$ cat src/track_bank_params.svh
// Purpose: offsets, field positions, reset values and bus codes of the result tracking bank
// Assumes: included by bare name from every file that needs a number
// Notes:   offsets are register indices; the bus byte address is four times the index
`ifndef TRACK_BANK_PARAMS_SVH
`define TRACK_BANK_PARAMS_SVH

// ======================================================
// tracking register indices (read/write)
`define IDX_CURRENT_PEAK       8'h40
`define IDX_CURRENT_FLOOR      8'h42
`define IDX_WATT_PEAK          8'h44
`define IDX_WATT_FLOOR         8'h46
`define IDX_RAIL_PEAK          8'h50
`define IDX_RAIL_FLOOR         8'h52
`define IDX_THERMAL_PEAK       8'h54
`define IDX_THERMAL_FLOOR      8'h56
`define IDX_LOGIC_SUPPLY_PEAK  8'h58
`define IDX_LOGIC_SUPPLY_FLOOR 8'h5a

// ======================================================
// live result and history indices (read only)
`define IDX_CURRENT_VALUE      8'h90
`define IDX_WATT_VALUE         8'h93
`define IDX_RAIL_POTENTIAL     8'ha0
`define IDX_THERMAL_WORD       8'ha2
`define IDX_LOGIC_SUPPLY_WORD  8'ha4
`define IDX_CURRENT_PAST_1     8'hb0
`define IDX_CURRENT_PAST_2     8'hb3
`define IDX_CURRENT_PAST_3     8'hb6
`define IDX_CURRENT_PAST_4     8'hb9
`define IDX_CURRENT_PAST_5     8'hbc

// ======================================================
// reset values and field positions
`define PEAK_RESET             16'h8000
`define FLOOR_RESET            16'h7fff
`define LIVE24_RESET           24'h00_0000
`define LIVE16_RESET           16'h0000
`define TRACK_MSB              17
`define TRACK_LSB              2
`define IDX_MSB                9
`define IDX_LSB                2

// ======================================================
// bus response codes
`define RESP_OKAY              2'h0
`define RESP_SLVERR            2'h2

`endif

$ cat src/measurement_pkg.sv
// Purpose: shared types of the result tracking bank
// Assumes: numbers live in track_bank_params.svh
// Notes:   all results are signed two's complement
package measurement_pkg;
	typedef logic signed [15:0] word16_type;
	typedef logic signed [23:0] word24_type;
	typedef enum {TRK_CURRENT, TRK_WATT, TRK_RAIL, TRK_THERMAL, TRK_SUPPLY, TRK_COUNT} tracked_type;
endpackage : measurement_pkg

$ cat src/track_link_if.sv
// Purpose: link between the bank and one peak/floor keeper
// Assumes: one instance per tracked quantity
// Notes:   wr_data already carries the byte-lane merge
interface track_link_if;
	measurement_pkg::word16_type sample;
	logic                        update;
	logic                        wr_peak;
	logic                        wr_floor;
	measurement_pkg::word16_type wr_data;
	measurement_pkg::word16_type peak;
	measurement_pkg::word16_type floor;

	modport keeper (input sample, input update, input wr_peak, input wr_floor, input wr_data,
		output peak, output floor);
	modport owner (output sample, output update, output wr_peak, output wr_floor, output wr_data,
		input peak, input floor);
endinterface : track_link_if

$ cat src/peak_floor_tracker.sv
// Purpose: keeps the signed peak and floor of one quantity since reset
// Assumes: update is a one-cycle pulse per conversion
// Notes:   a host write in the same cycle as an update wins for that word
`include "track_bank_params.svh"

module peak_floor_tracker
(
	// clock and reset
	input wire logic          aclk,
	input wire logic          aresetn,
	// link to the bank
	track_link_if.keeper      link
);

	measurement_pkg::word16_type peak_ff;
	measurement_pkg::word16_type floor_ff;
	measurement_pkg::word16_type nxt_peak;
	measurement_pkg::word16_type nxt_floor;

	// ======================================================
	// next values
	always_comb
	begin
		nxt_peak  = peak_ff;
		nxt_floor = floor_ff;
		if (link.update && (link.sample > peak_ff))
		begin
			nxt_peak = link.sample;
		end
		if (link.update && (link.sample < floor_ff))
		begin
			nxt_floor = link.sample;
		end
		if (link.wr_peak)
		begin
			nxt_peak = link.wr_data;
		end
		if (link.wr_floor)
		begin
			nxt_floor = link.wr_data;
		end
	end

	always_ff @(posedge aclk)
	begin
		if (!aresetn)
		begin
			peak_ff  <= `PEAK_RESET;
			floor_ff <= `FLOOR_RESET;
		end
		else
		begin
			peak_ff  <= nxt_peak;
			floor_ff <= nxt_floor;
		end
	end

	assign link.peak  = peak_ff;
	assign link.floor = floor_ff;
endmodule : peak_floor_tracker

$ cat src/measurement_result_tracking_bank.sv
// Purpose: live measurement results, current history and signed peak/floor words behind AXI4-Lite
// Assumes: conversion inputs come from logic on aclk; conv_valid pulses once per conversion
// Notes:   byte address = register index * 4; data sits in the low bits, upper bits read zero
`include "track_bank_params.svh"

module measurement_result_tracking_bank
#(
	parameter int ADDR_W = 12
)
(
	// clock and reset
	input  wire logic                        aclk,
	input  wire logic                        aresetn,
	// axi4-lite write address
	input  wire logic [ADDR_W-1:0]           awaddr,
	input  wire logic [2:0]                  awprot,
	input  wire logic                        awvalid,
	output logic                             awready,
	// axi4-lite write data
	input  wire logic [31:0]                 wdata,
	input  wire logic [3:0]                  wstrb,
	input  wire logic                        wvalid,
	output logic                             wready,
	// axi4-lite write response
	output logic [1:0]                       bresp,
	output logic                             bvalid,
	input  wire logic                        bready,
	// axi4-lite read address
	input  wire logic [ADDR_W-1:0]           araddr,
	input  wire logic [2:0]                  arprot,
	input  wire logic                        arvalid,
	output logic                             arready,
	// axi4-lite read data
	output logic [31:0]                      rdata,
	output logic [1:0]                       rresp,
	output logic                             rvalid,
	input  wire logic                        rready,
	// conversion results
	input  wire logic                        conv_valid,
	input  wire measurement_pkg::word24_type cur_sample,
	input  wire logic signed [17:0]          cur_track,
	input  wire measurement_pkg::word24_type watt_sample,
	input  wire logic signed [17:0]          watt_track,
	input  wire measurement_pkg::word16_type rail_sample,
	input  wire measurement_pkg::word16_type thermal_sample,
	input  wire measurement_pkg::word16_type supply_sample
);

	localparam int NTRK  = measurement_pkg::TRK_COUNT;
	localparam int NPAST = 5;

	// ======================================================
	// live results and history
	measurement_pkg::word24_type cur_ff;
	measurement_pkg::word24_type watt_ff;
	measurement_pkg::word16_type rail_ff;
	measurement_pkg::word16_type thermal_ff;
	measurement_pkg::word16_type supply_ff;
	measurement_pkg::word24_type past_ff [NPAST];
	measurement_pkg::word24_type nxt_cur;
	measurement_pkg::word24_type nxt_watt;
	measurement_pkg::word16_type nxt_rail;
	measurement_pkg::word16_type nxt_thermal;
	measurement_pkg::word16_type nxt_supply;
	measurement_pkg::word24_type nxt_past [NPAST];

	// one strobe moves the whole set so a read never sees a half-updated mix
	always_comb
	begin
		nxt_cur     = cur_ff;
		nxt_watt    = watt_ff;
		nxt_rail    = rail_ff;
		nxt_thermal = thermal_ff;
		nxt_supply  = supply_ff;
		for (int k = 0; k < NPAST; k++)
		begin
			nxt_past[k] = past_ff[k];
		end
		if (conv_valid)
		begin
			nxt_cur     = cur_sample;
			nxt_watt    = watt_sample;
			nxt_rail    = rail_sample;
			nxt_thermal = thermal_sample;
			nxt_supply  = supply_sample;
			nxt_past[0] = cur_ff;
			for (int k = 1; k < NPAST; k++)
			begin
				nxt_past[k] = past_ff[k-1];
			end
		end
	end

	always_ff @(posedge aclk)
	begin
		if (!aresetn)
		begin
			cur_ff     <= `LIVE24_RESET;
			watt_ff    <= `LIVE24_RESET;
			rail_ff    <= `LIVE16_RESET;
			thermal_ff <= `LIVE16_RESET;
			supply_ff  <= `LIVE16_RESET;
			for (int k = 0; k < NPAST; k++)
			begin
				past_ff[k] <= `LIVE24_RESET;
			end
		end
		else
		begin
			cur_ff     <= nxt_cur;
			watt_ff    <= nxt_watt;
			rail_ff    <= nxt_rail;
			thermal_ff <= nxt_thermal;
			supply_ff  <= nxt_supply;
			for (int k = 0; k < NPAST; k++)
			begin
				past_ff[k] <= nxt_past[k];
			end
		end
	end

	// ======================================================
	// write channel state
	logic                   aw_got_ff;
	logic                   w_got_ff;
	logic [ADDR_W-1:0]      awaddr_ff;
	logic [31:0]            wdata_ff;
	logic [3:0]             wstrb_ff;
	logic                   bvalid_ff;
	logic [1:0]             bresp_ff;
	logic                   nxt_aw_got;
	logic                   nxt_w_got;
	logic [ADDR_W-1:0]      nxt_awaddr;
	logic [31:0]            nxt_wdata;
	logic [3:0]             nxt_wstrb;
	logic                   nxt_bvalid;
	logic [1:0]             nxt_bresp;
	logic                   do_write;
	logic [7:0]             wr_idx;
	logic [8:0]             wr_sel;
	logic                   wr_hit_rw;
	logic                   wr_hit_ro;

	localparam logic [7:0] PEAK_IDX [NTRK] = '{`IDX_CURRENT_PEAK, `IDX_WATT_PEAK, `IDX_RAIL_PEAK,
		`IDX_THERMAL_PEAK, `IDX_LOGIC_SUPPLY_PEAK};
	localparam logic [7:0] FLOOR_IDX [NTRK] = '{`IDX_CURRENT_FLOOR, `IDX_WATT_FLOOR, `IDX_RAIL_FLOOR,
		`IDX_THERMAL_FLOOR, `IDX_LOGIC_SUPPLY_FLOOR};

	// index of a byte address; out-of-window or misaligned addresses yield no hit
	function automatic logic [8:0] to_idx(input logic [ADDR_W-1:0] addr);
		logic ok;
		ok = (addr[1:0] == 2'h0) && ((addr >> (`IDX_MSB + 1)) == '0);
		return {ok, addr[`IDX_MSB:`IDX_LSB]};
	endfunction : to_idx

	function automatic logic is_live(input logic [7:0] idx);
		return idx inside {`IDX_CURRENT_VALUE, `IDX_WATT_VALUE, `IDX_RAIL_POTENTIAL, `IDX_THERMAL_WORD,
			`IDX_LOGIC_SUPPLY_WORD, `IDX_CURRENT_PAST_1, `IDX_CURRENT_PAST_2, `IDX_CURRENT_PAST_3,
			`IDX_CURRENT_PAST_4, `IDX_CURRENT_PAST_5};
	endfunction : is_live

	function automatic logic is_track(input logic [7:0] idx);
		return idx inside {`IDX_CURRENT_PEAK, `IDX_CURRENT_FLOOR, `IDX_WATT_PEAK, `IDX_WATT_FLOOR,
			`IDX_RAIL_PEAK, `IDX_RAIL_FLOOR, `IDX_THERMAL_PEAK, `IDX_THERMAL_FLOOR,
			`IDX_LOGIC_SUPPLY_PEAK, `IDX_LOGIC_SUPPLY_FLOOR};
	endfunction : is_track

	function automatic measurement_pkg::word16_type merge16(input measurement_pkg::word16_type old,
		input logic [31:0] d, input logic [3:0] s);
		return {s[1] ? d[15:8] : old[15:8], s[0] ? d[7:0] : old[7:0]};
	endfunction : merge16

	assign wr_sel    = to_idx(awaddr_ff);
	assign wr_idx    = wr_sel[7:0];
	assign wr_hit_rw = wr_sel[8] && is_track(wr_idx);
	assign wr_hit_ro = wr_sel[8] && is_live(wr_idx);
	assign do_write  = aw_got_ff && w_got_ff && !bvalid_ff;
	assign awready   = !aw_got_ff;
	assign wready    = !w_got_ff;

	always_comb
	begin
		nxt_aw_got = aw_got_ff;
		nxt_w_got  = w_got_ff;
		nxt_awaddr = awaddr_ff;
		nxt_wdata  = wdata_ff;
		nxt_wstrb  = wstrb_ff;
		nxt_bvalid = bvalid_ff;
		nxt_bresp  = bresp_ff;
		if (awvalid && awready)
		begin
			nxt_aw_got = 1'b1;
			nxt_awaddr = awaddr;
		end
		if (wvalid && wready)
		begin
			nxt_w_got = 1'b1;
			nxt_wdata = wdata;
			nxt_wstrb = wstrb;
		end
		if (bvalid_ff && bready)
		begin
			nxt_bvalid = 1'b0;
		end
		if (do_write)
		begin
			nxt_aw_got = 1'b0;
			nxt_w_got  = 1'b0;
			nxt_bvalid = 1'b1;
			// writes to read-only words are answered but change nothing
			nxt_bresp  = (wr_hit_rw || wr_hit_ro) ? `RESP_OKAY : `RESP_SLVERR;
		end
	end

	always_ff @(posedge aclk)
	begin
		if (!aresetn)
		begin
			aw_got_ff <= 1'b0;
			w_got_ff  <= 1'b0;
			awaddr_ff <= '0;
			wdata_ff  <= 32'h0000_0000;
			wstrb_ff  <= 4'h0;
			bvalid_ff <= 1'b0;
			bresp_ff  <= `RESP_OKAY;
		end
		else
		begin
			aw_got_ff <= nxt_aw_got;
			w_got_ff  <= nxt_w_got;
			awaddr_ff <= nxt_awaddr;
			wdata_ff  <= nxt_wdata;
			wstrb_ff  <= nxt_wstrb;
			bvalid_ff <= nxt_bvalid;
			bresp_ff  <= nxt_bresp;
		end
	end

	assign bvalid = bvalid_ff;
	assign bresp  = bresp_ff;

	// ======================================================
	// peak and floor keepers
	track_link_if trk [NTRK] ();
	logic signed [15:0] cur_track_msb;
	logic signed [15:0] watt_track_msb;

	// only the upper bits of the 18-bit internal words are tracked
	assign cur_track_msb   = cur_track[`TRACK_MSB:`TRACK_LSB];
	assign watt_track_msb  = watt_track[`TRACK_MSB:`TRACK_LSB];
	assign trk[measurement_pkg::TRK_CURRENT].sample = cur_track_msb;
	assign trk[measurement_pkg::TRK_WATT].sample    = watt_track_msb;
	assign trk[measurement_pkg::TRK_RAIL].sample    = rail_sample;
	assign trk[measurement_pkg::TRK_THERMAL].sample = thermal_sample;
	assign trk[measurement_pkg::TRK_SUPPLY].sample  = supply_sample;

	for (genvar g = 0; g < NTRK; g++)
	begin : gen_trk
		assign trk[g].update   = conv_valid;
		assign trk[g].wr_peak  = do_write && wr_hit_rw && (wr_idx == PEAK_IDX[g]);
		assign trk[g].wr_floor = do_write && wr_hit_rw && (wr_idx == FLOOR_IDX[g]);
		assign trk[g].wr_data  = merge16((wr_idx == PEAK_IDX[g]) ? trk[g].peak : trk[g].floor,
			wdata_ff, wstrb_ff);
		peak_floor_tracker u_tracker
		(
			.aclk    (aclk),
			.aresetn (aresetn),
			.link    (trk[g])
		);
	end

	// ======================================================
	// read channel
	logic        rvalid_ff;
	logic [1:0]  rresp_ff;
	logic [31:0] rdata_ff;
	logic        nxt_rvalid;
	logic [1:0]  nxt_rresp;
	logic [31:0] nxt_rdata;
	logic [31:0] rd_word;
	logic        rd_hit;
	logic [8:0]  rd_sel;

	assign rd_sel  = to_idx(araddr);
	assign arready = !rvalid_ff;

	always_comb
	begin
		rd_hit  = rd_sel[8];
		rd_word = 32'h0000_0000;
		case (rd_sel[7:0])
			`IDX_CURRENT_PEAK:       rd_word = {16'h0000, trk[0].peak};
			`IDX_CURRENT_FLOOR:      rd_word = {16'h0000, trk[0].floor};
			`IDX_WATT_PEAK:          rd_word = {16'h0000, trk[1].peak};
			`IDX_WATT_FLOOR:         rd_word = {16'h0000, trk[1].floor};
			`IDX_RAIL_PEAK:          rd_word = {16'h0000, trk[2].peak};
			`IDX_RAIL_FLOOR:         rd_word = {16'h0000, trk[2].floor};
			`IDX_THERMAL_PEAK:       rd_word = {16'h0000, trk[3].peak};
			`IDX_THERMAL_FLOOR:      rd_word = {16'h0000, trk[3].floor};
			`IDX_LOGIC_SUPPLY_PEAK:  rd_word = {16'h0000, trk[4].peak};
			`IDX_LOGIC_SUPPLY_FLOOR: rd_word = {16'h0000, trk[4].floor};
			`IDX_CURRENT_VALUE:      rd_word = {8'h00, cur_ff};
			`IDX_WATT_VALUE:         rd_word = {8'h00, watt_ff};
			`IDX_RAIL_POTENTIAL:     rd_word = {16'h0000, rail_ff};
			`IDX_THERMAL_WORD:       rd_word = {16'h0000, thermal_ff};
			`IDX_LOGIC_SUPPLY_WORD:  rd_word = {16'h0000, supply_ff};
			`IDX_CURRENT_PAST_1:     rd_word = {8'h00, past_ff[0]};
			`IDX_CURRENT_PAST_2:     rd_word = {8'h00, past_ff[1]};
			`IDX_CURRENT_PAST_3:     rd_word = {8'h00, past_ff[2]};
			`IDX_CURRENT_PAST_4:     rd_word = {8'h00, past_ff[3]};
			`IDX_CURRENT_PAST_5:     rd_word = {8'h00, past_ff[4]};
			default:                 rd_hit  = 1'b0;
		endcase
	end

	always_comb
	begin
		nxt_rvalid = rvalid_ff;
		nxt_rresp  = rresp_ff;
		nxt_rdata  = rdata_ff;
		if (rvalid_ff && rready)
		begin
			nxt_rvalid = 1'b0;
		end
		if (arvalid && arready)
		begin
			nxt_rvalid = 1'b1;
			nxt_rdata  = rd_hit ? rd_word : 32'h0000_0000;
			nxt_rresp  = rd_hit ? `RESP_OKAY : `RESP_SLVERR;
		end
	end

	always_ff @(posedge aclk)
	begin
		if (!aresetn)
		begin
			rvalid_ff <= 1'b0;
			rresp_ff  <= `RESP_OKAY;
			rdata_ff  <= 32'h0000_0000;
		end
		else
		begin
			rvalid_ff <= nxt_rvalid;
			rresp_ff  <= nxt_rresp;
			rdata_ff  <= nxt_rdata;
		end
	end

	assign rvalid = rvalid_ff;
	assign rresp  = rresp_ff;
	assign rdata  = rdata_ff;
endmodule : measurement_result_tracking_bank

$ cat config.mk
export PLATFORM = sky130hd
export DESIGN_NAME = measurement_result_tracking_bank
export DESIGN_NICKNAME = d
export VERILOG_FILES = /design/src/measurement_pkg.sv /design/src/track_link_if.sv /design/src/peak_floor_tracker.sv /design/src/measurement_result_tracking_bank.sv
export VERILOG_INCLUDE_DIRS = /design/src
export SDC_FILE = /design/constraint.sdc
export NUM_CORES = 1
export LEC_CHECK = 0
export ABC_AREA = 1
export BUFFER_PORTS_ARGS = -buffer_cell sky130_fd_sc_hd__clkbuf_2
export CAP_MARGIN = 20
export CORE_UTILIZATION = 30
export CTS_CLUSTER_SIZE = 40
export DETAILED_ROUTE_END_ITERATION = 10
export PLACE_DENSITY = 0.42
export SLEW_MARGIN = 5
export SYNTH_ARGS = -nofsm -noshare
export SYNTH_HDL_FRONTEND = slang
export SYNTH_SLANG_ARGS = --single-unit
$ cat constraint.sdc
create_clock -name aclk -period 3 [get_ports aclk]
set_input_delay 0.45 -clock aclk [delete_from_list [all_inputs] [get_ports aclk]]
set_output_delay 0.45 -clock aclk [all_outputs]
set_load 0.02 [all_outputs]
## Yosys cells after proc, flatten, opt, wreduce, memory -nomap -nowiden

Memory sizes are Yosys's and may differ from the RTL's.
Cells that the tools add are included.

- Register bits after elaboration: 326
- Bits in latches: 0
- Memory bits (writable): 120
- Bits in read-only memories: 0
- Output and inout port bits: 41
- Memories: 1

- $add $sub $neg: 0
- $mul: 0
- Divide/modulo/power cells: 0
- $lt $le $gt $ge: 10
- Eq/ne operators: 40
- Shift-type cells: 0
- Muxes and demuxes: 52
- Bitwise logic cells: 6
- Reduce and logical (&&, ||, !) cells: 57

Memory list:

| name | depth | width | rd ports | clocked after Yosys merged registers in | wr ports | line | RTL |
|---|---|---|---|---|---|---|---|
| past_ff | 5 | 24 | 5 | 0 | 5 | measurement_result_tracking_bank.sv:59 | `measurement_pkg::word24_type past_ff [NPAST];` |

Operator list:

| kind | count |
|---|---|
| $pmux W24 S20 | 1 |
| $mux W16 | 25 |
| $eq A8 B7 Y1 const B | 20 |
| $eq A8 B8 Y1 const B | 20 |
| $mux W120 | 1 |
| $mux W24 | 5 |
| $gt A16 B16 Y1 | 5 |
| $lt A16 B16 Y1 | 5 |
| $mux W8 | 10 |
| $logic_and A1 B1 Y1 | 32 |
| $mux W32 | 1 |
| $logic_not A12 Y1 | 2 |
| $reduce_bool A2 Y1 | 12 |
| $reduce_bool A10 Y1 | 2 |
| $reduce_or A20 Y1 | 1 |
| $mux W1 | 7 |
| $or A1 B1 Y1 | 5 |
| $logic_not A1 Y1 | 4 |
| $logic_not A2 Y1 | 2 |
| $mux W2 | 2 |
| $reduce_or A2 Y1 | 1 |
| $logic_or A1 B1 Y1 | 1 |
| $not A1 Y1 | 1 |

## Longest topological paths before layout

Gate-level depths: netlist of the first run.

- Depth in word-level cells: 6
- Gate-level depth with buffers: 18
- Gate-level depth less buffers: 18

## By module

A second synthesis of the first run with hierarchy kept.

- Cells, all modules: 4,278
- Area total of the unflattened synthesis: 27,585.2 um^2

Modules (own cells, without submodules):

| module | times used | cells an instance | area each (um^2) |
|---|---|---|---|
| measurement_result_tracking_bank | 1 | 2,318 | 14,572.7 |
| peak_floor_tracker | 5 | 392 | 2,602.5 |

## Worst setup path after synthesis of the first run

No wires, ideal clock.

- Path type: input-to-reg
- Start: input watt_track[17]
- End: register gen_trk[1].u_tracker.peak_ff[6]
- Arrival time: 2,077 ps
- Required time: 2,886 ps
- Setup slack: 809 ps
- Stages on the path: 10
- Cell sequence: ha_1 a21oi_1 o21ai_0 a21oi_1 nand3_1 nand3_1 clkbuf_1 nand3_1 nand2_1 nor2_1

- Cells in the longest elaborated chain, start to end: 3

RTL lines:

| what | line | RTL |
|---|---|---|
| from (decl) | measurement_result_tracking_bank.sv:43 | `input wire logic signed [17:0] watt_track,` |
| $gt A16 B16 Y1 | peak_floor_tracker.sv:26 | `if (link.update && (link.sample > peak_ff))` |
| $logic_and A1 B1 Y1 | peak_floor_tracker.sv:26 |  |
| $reduce_bool A2 Y1 (no line) | -- |  |
| to (signal assigned) | peak_floor_tracker.sv:48 | `` peak_ff <= `PEAK_RESET; `` |
| to (signal assigned) | peak_floor_tracker.sv:53 | `peak_ff <= nxt_peak;` |
| to (decl) | peak_floor_tracker.sv:15 | `measurement_pkg::word16_type peak_ff;` |

No other way between the ends.
A chain may end at the register's enable or synchronous reset.

## Final worst setup path of the first run

- Start: register awaddr_ff[3]
- End: register gen_trk[1].u_tracker.peak_ff[2]

- Cells in the longest elaborated chain, start to end: 6

RTL lines:

| what | line | RTL |
|---|---|---|
| from (decl) | measurement_result_tracking_bank.sv:126 | `logic [ADDR_W-1:0] awaddr_ff;` |
| from (signal assigned) | measurement_result_tracking_bank.sv:231 | `awaddr_ff <= nxt_awaddr;` |
| $eq A8 B7 Y1, on equally long branches | measurement_result_tracking_bank.sv:163, measurement_result_tracking_bank.sv:260, measurement_result_tracking_bank.sv:262 |  |
| $reduce_bool A10 Y1 | measurement_result_tracking_bank.sv:163 | `` return idx inside {`IDX_CURRENT_PEAK, `IDX_CURRENT_FLOOR, `IDX_WATT_PEAK, `IDX_WATT_FLOOR, `` |
| $logic_and A1 B1 Y1 | measurement_result_tracking_bank.sv:175 | `assign wr_hit_rw = wr_sel[8] && is_track(wr_idx);` |
| $logic_and A1 B1 Y1 (2 in series) | measurement_result_tracking_bank.sv:260 | `assign trk[g].wr_peak = do_write && wr_hit_rw && (wr_idx == PEAK_IDX[g]);` |
| $mux W16 / $reduce_bool A2 Y1 (equally long branches) | -- |  |

Several ways; a longest one is shown, not always the timed one.

==> results.json, run 1 <==
{
  "rsz0062_at_grt": "false",
  "fmax_mhz": 392,
  "grt_max_degree": 106,
  "period_needed_ns": 2.55,
  "cts_resized": 0,
  "met2_usage": 0.411,
  "vdd_drop_max_v": 0.000459,
  "multiInputGateArea_sq_um": 15100,
  "avgSynthCellArea_sq_um": 6.26,
  "rows": 107,
  "die_area_sq_um": 88300,
  "numClockSinks": 436,
  "cp_cell_sequence": "nand2_1 -> nor2_2 -> nand2_1 -> nand2_1 -> nor2_1 -> nand2_4 -> nand4_2 -> inv_1 -> nand2_1 -> nand2_1 -> nand2_1 -> a21oi_1",
  "synth_seq_cells": 436,
  "crit_required_ns": 3.53,
  "start_util": 0.305,
  "portBuffers": 208,
  "routedWlPerCell_um": 21.1,
  "critPathSlowestCell": "inv_1",
  "drtPass1Iterations": 7,
  "synthCells": 4177,
  "hold_viol_final": 0,
  "ys_async_sr_fraction": 0,
  "routabilityCongestion": 0.913,
  "cts_made_buffers": 56,
  "fin_skew_ns": 0.0595,
  "regArea_sq_um": 8730,
  "drc": 0,
  "ctsRootBufferMaster": "clkbuf_16",
  "synthDistinctLibCells": 41,
  "crit_family": "simple AND/OR/NAND/NOR gates",
  "path_buf_inv": 1,
  "antenna_found_initial": 11,
  "drv_cap": 0,
  "clk_pin_slew_ns": 0.06,
  "worstHoldPathType": "in -> reg",
  "hpwlAfterDp_um": 87100,
  "worst_slew_pin_slew_ns": 0.994,
  "slew_viol_final": 0,
  "p_total_mw": 18.5,
  "startpoint_type": "flop",
  "final_nets": 4734,
  "top_usage_layer": "met2",
  "stdcell_area_sq_um": 31200,
  "path_max_fanout": 13,
  "h-tree-depth": 2,
  "cpMostUsedCell": "nand2_1",
  "die_w_um": 297,
  "worstPathArrival_ns": 3.08,
  "viasPerCell": 4.99,
  "cpPeakStageDelay_ns": 0.46,
  "final_layout_size_suffix_gt1_frac": 0.106,
  "via_count": 27800,
  "relSlewSlack": 0.337,
  "track_usage": 0.259,
  "antenna_left": 0,
  "drt-initial-drc-count": 2215,
  "synth_edf_count": 0,
  "post_dp_cell_area_sq_um": 28800,
  "io_pins": 247,
  "routed_wirelength_um": 118000,
  "seq_area_frac_synth": 0.334,
  "status": "finished clean",
  "syn_to_final_growth_pct": 19.5,
  "power_leakage_nw": 15.4,
  "synth.cell_area_sq_um": 26100,
  "finalSetupViolations": 0,
  "cts_tree": "yes",
  "p_per_area_nw_per_um2": 594,
  "clk_latency_ns": 0.65,
  "post-cts-setup-buffers": 0,
  "yosysWarnings": 0,
  "crit_type": "reg -> reg",
  "coreArea_sq_um": 85700,
  "clock_path_buffers": 3,
  "final.fill_count": 9529,
  "use_met1": 0.367,
  "grt_use_met3": 0.0332,
  "die_y_um": 297,
  "grt.overflow.total": 0,
  "synthFlopType": "dfxtp_1",
  "fin_setup_tns_ns": 0,
  "period_share": 0.850,
  "first_global_vias": 25600,
  "grt_pass1_wl_um": 173000,
  "endpoint_kind": "flop"
}
[report_power, final]
part	total (mW)	internal, mW	switching, mW
sequential	6.79	6.35	0.444
combinational	3.86	1.30	2.57
clock	7.88	4.90	2.98
[metal layers]
metal	up-vias	part of all wire
li1	13900	-
met1	12900	0.48
met2	754	0.44
met3	137	0.055
met4	4	0.027
met5	-	0.00023
[worst reg2reg max path: cells and delay by family, from the launching register on]
| kind | cells | cell delay (ns) |
|---|---|---|
| buffers and inverters | 1 | 0.46 |
| AO/OA/AOI/OAI | 1 | 0.12 |
| flip-flops | 1 | 0.39 |
| AND/OR/NAND/NOR | 10 | 1.46 |
[synthesized netlist by cell type, drive strengths merged, types with 17 or more instances]
master	instances	area share
a21oi	238	0.046
buf	76	0.016
clkbuf	148	0.021
dfxtp	436	0.33
ha	155	0.074
inv	378	0.054
nand2	1076	0.16
nand3	344	0.066
nand4	32	0.0091
nor2	651	0.095
nor3	23	0.0048
o21ai	557	0.11
o22ai	17	0.0041
[registers in the layout (all words and copies together), names as in the netlist, 2 cells and up]
signal,count
wstrb_ff,2
wdata_ff,16
gen_trk.u_tracker.link.peak,80
cur_ff,24
rdata,24
supply_ff,16
gen_trk.u_tracker.link.floor,80
awaddr_ff,12
rail_ff,16
thermal_ff,16
watt_ff,24
past_ff,120
[cells in the final DEF (no fill, tap or decap), drive strengths merged, types with 3 or more instances in the layout]
cell         Yosys  layout
o22ai           17      17
clkbuf         148     280
nand2         1076    1076
nand4           32      32
a22o             3       3
clkinv           2      17
ha             155     155
nor2           651     651
o211ai           7       7
conb             1      10
a21oi          238     238
nor3            23      23
a21o             3       3
a211oi           4       4
o21a             7       7
a221oi           4       4
bufinv           0      14
inv            378     379
a31oi            6       6
buf             76     124
o21ai          557     557
dfxtp          436     436
o21bai           3       3
diode            0       3
dlygate4sd3      0      23
nand3          344     344
[worst paths after layout]
check	from	endpoint	slack, ns	cells after the start
min	watt_sample[14]	watt_ff[14]	0.03	3
min reg2reg	watt_ff[2]	watt_ff[2]	0.46	2
max	awaddr_ff[3]	gen_trk[1].u_tracker.link.peak[2]	0.45	12
max reg2reg	awaddr_ff[3]	gen_trk[1].u_tracker.link.peak[2]	0.45	12
[repair_timing]
| item | 4_1_cts | 5_1_grt |
|---|---|---|
| setup endpoints to repair | 0 | 0 |
| hold buffers | 23 | 0 |
| endpoints found under the hold margin | 23 | 0 |
[stage by stage]
| step | instances | hold slack [ns] | utilization | worst slack (ns) |
|---|---|---|---|---|
| after CTS | 5563 | 0.000413 | 0.364 | 0.469 |
| after detailed placement | 5436 | 0.452 | 0.337 | 0.406 |
| after floorplan | 4186 | 0.429 | - | 0.809 |
| final | 5566 | 0.0341 | 0.364 | 0.449 |
| after global placement | 5436 | 0.447 | 0.337 | 0.407 |
| after global routing | 5563 | 0.0313 | 0.364 | 0.205 |
[cells by family (layout without fill, tap and decap cells)]
group	count (synthesis)	count (layout)	share of synthesized area
fa+ha+maj	155	155	0.0742
compound gates	851	851	0.168
simple gates	2130	2130	0.333
flops	436	436	0.334
other cells	1	13	0.000144
buf+inv	604	837	0.0915
[layout make-up]
class	count	area share
flip-flops and latches	436	0.280
clock buffers	74	0.0503
repair buffers	353	0.0770
well taps	1144	0.0458
diodes	3	0.000240
multi-input cells	3146	0.483
inverters	380	0.0458
clock inverters	30	0.0185
(Power assumes the default switching activity.)
==> inputs of run 2 (changes only) <==
--- a/config.mk
+++ b/config.mk
@@ -10,6 +10,7 @@
 export BUFFER_PORTS_ARGS = -buffer_cell sky130_fd_sc_hd__clkbuf_2
 export CAP_MARGIN = 20
 export CORE_UTILIZATION = 30
+export CTS_BUF_LIST = sky130_fd_sc_hd__clkbuf_16
 export CTS_CLUSTER_SIZE = 40
 export DETAILED_ROUTE_END_ITERATION = 10
 export PLACE_DENSITY = 0.42
==> run 2 against run 1 <==
Clock skew rose by 0.00054 ns. Critical path depth did not move. Wire length rose by 0.10%. Critical path type unchanged.
==> results.json, run 2 (synthesis gave the netlist of run 1 again) <==
{
  "status": "finished clean",
  "h-tree-depth": 2,
  "largest_reg_flops": 120,
  "drc": 0,
  "drv_cap": 0,
  "clock_path_buffers": 3,
  "reg2reg_to": "gen_trk[2].u_tracker.link.floor[12]",
  "portBuffers": 208,
  "drt-initial-drc-count": 2207,
  "cp-endpoint": "gen_trk[2].u_tracker.link.floor[12]",
  "antenna_found_initial": 11,
  "finalSetupViolations": 0,
  "stdcell_area_sq_um": 31100,
  "final_layout_size_suffix_gt1_frac": 0.104,
  "grt.overflow.total": 0,
  "multiInputGateArea_sq_um": 15100,
  "regMostFlops": "past_ff",
  "numClockSinks": 436,
  "cts_resized": 0,
  "fin_setup_tns_ns": 0,
  "via_count": 27800,
  "worstHoldPathType": "in -> reg",
  "hold_viol_final": 0,
  "drtPass1Iterations": 5,
  "crit_required_ns": 3.47,
  "worstPathArrival_ns": 3.03,
  "worst_slew_pin_slew_ns": 0.967,
  "hpwlAfterDp_um": 87100,
  "vdd_drop_max_v": 0.000458,
  "antenna_left": 0,
  "die_y_um": 297,
  "fin_skew_ns": 0.0600,
  "r2r-start": "awaddr_ff[3]",
  "post-cts-setup-buffers": 0,
  "p_total_mw": 18.3,
  "regArea_sq_um": 8730,
  "io_pins": 247,
  "rrSetupSlack_ns": 0.44,
  "slew_viol_final": 0,
  "ctsRootBufferMaster": "clkbuf_16",
  "startpoint_type": "flop",
  "postCtsHoldBufs": 23,
  "fmax_mhz": 390,
  "path_max_fanout": 30,
  "rows": 107,
  "p_per_area_nw_per_um2": 587,
  "post_dp_cell_area_sq_um": 28800,
  "final_nets": 4734,
  "start_util": 0.305,
  "power_leakage_nw": 15.4,
  "syn_to_final_growth_pct": 19.1,
  "clk_latency_ns": 0.66,
  "viasPerCell": 5.00,
  "grt_max_degree": 106,
  "mostFrequentLayoutCells": "nand2_1, nor2_1, o21ai_0, dfxtp_1, inv_1",
  "first_global_vias": 25500,
  "final_util": 0.363,
  "track_usage": 0.259,
  "routedWlPerCell_um": 21.2,
  "endpoint_kind": "flop",
  "final.fill_count": 9541,
  "cts_tree": "yes",
  "cp-startpoint": "awaddr_ff[3]",
  "reg2reg_depth": 12,
  "crit_type": "reg -> reg",
  "die_area_sq_um": 88300,
  "period_share": 0.854,
  "period_needed_ns": 2.56,
  "final_common_cell": "nand2_1",
  "routed_wirelength_um": 118000,
  "rsz0062_at_grt": "false",
  "die_w_um": 297,
  "routabilityCongestion": 0.913,
  "clk_pin_slew_ns": 0.06,
  "coreArea_sq_um": 85700,
  "cts_made_buffers": 56,
  "relSlewSlack": 0.355,
  "grt_pass1_wl_um": 173000
}
## run 2: cell count changes in the layout (fill, tap and decap cells not counted)
cell,previous run,this run
clkbuf_8,10,0
clkinv_1,2,12
inv_1,365,373
clkbuf_1,8,0
diode_2,3,2
## run 2: area by class of cell
cell class,count,area share
Antenna cell,2,0.000161
Clock buffer,56,0.0450
Timing Repair Buffer,353,0.0772
Clock inverter,48,0.0207
Multi-Input combinational cell,3146,0.484
Inverter,380,0.0460
Sequential cell,436,0.280
Tap cell,1144,0.0460
## run 2: worst min-delay path by stage
stage / from / slack (ns) / depth (start not counted) / endpoint
after floorplan: thermal_ff[10] / 0.43 / 2 / thermal_ff[10]
after global placement: watt_ff[16] / 0.45 / 2 / watt_ff[16]
after detailed placement: watt_ff[16] / 0.45 / 2 / watt_ff[16]
after CTS: wdata[14] / 0.0004 / 3 / wdata_ff[14]
after global routing: watt_sample[1] / 0.03 / 3 / watt_ff[1]
final: watt_sample[14] / 0.03 / 3 / watt_ff[14]
## run 2: worst max-delay path, stage by stage, from the launching register on
cell and delay [ns]:
dfxtp_1 0.39, nand2_1 0.12, nor2_2 0.18, nand2_1 0.18, nand2_1 0.10, nor2_1 0.06
nand2_4 0.24, nand3_4 0.30, nor2_1 0.17, buf_4 0.33, o21ai_0 0.12, nand2_1 0.08
nand3_1 0.09
## run 2: stage by stage
stage | setup WS, ns | hold slack [ns] | instances
after floorplan | 0.809 | 0.429 | 4186
after global placement | 0.407 | 0.447 | 5436
after detailed placement | 0.406 | 0.452 | 5436
after CTS | 0.469 | 0.000413 | 5563
after global routing | 0.205 | 0.0306 | 5563
final | 0.437 | 0.0299 | 5565
## run 2: routing by layer
metal / up-vias / part of all wire / GRT usage / wire length, um
li1: 13900 / - / - / -
met1: 13000 / 0.48 / 0.367 / 56000
met2: 788 / 0.44 / 0.410 / 52200
met3: 143 / 0.055 / 0.0327 / 6450
met4: 4 / 0.027 / 0.0709 / 3130
met5: - / 0.00023 / 0 / 27
## run 2: report_power, final
group | total (mW) | switching (mW) | internal (mW)
clock | 7.59 | 2.98 | 4.62
sequential | 6.79 | 0.444 | 6.35
combinational | 3.87 | 2.57 | 1.30
total | 18.3 | 5.99 | 12.3
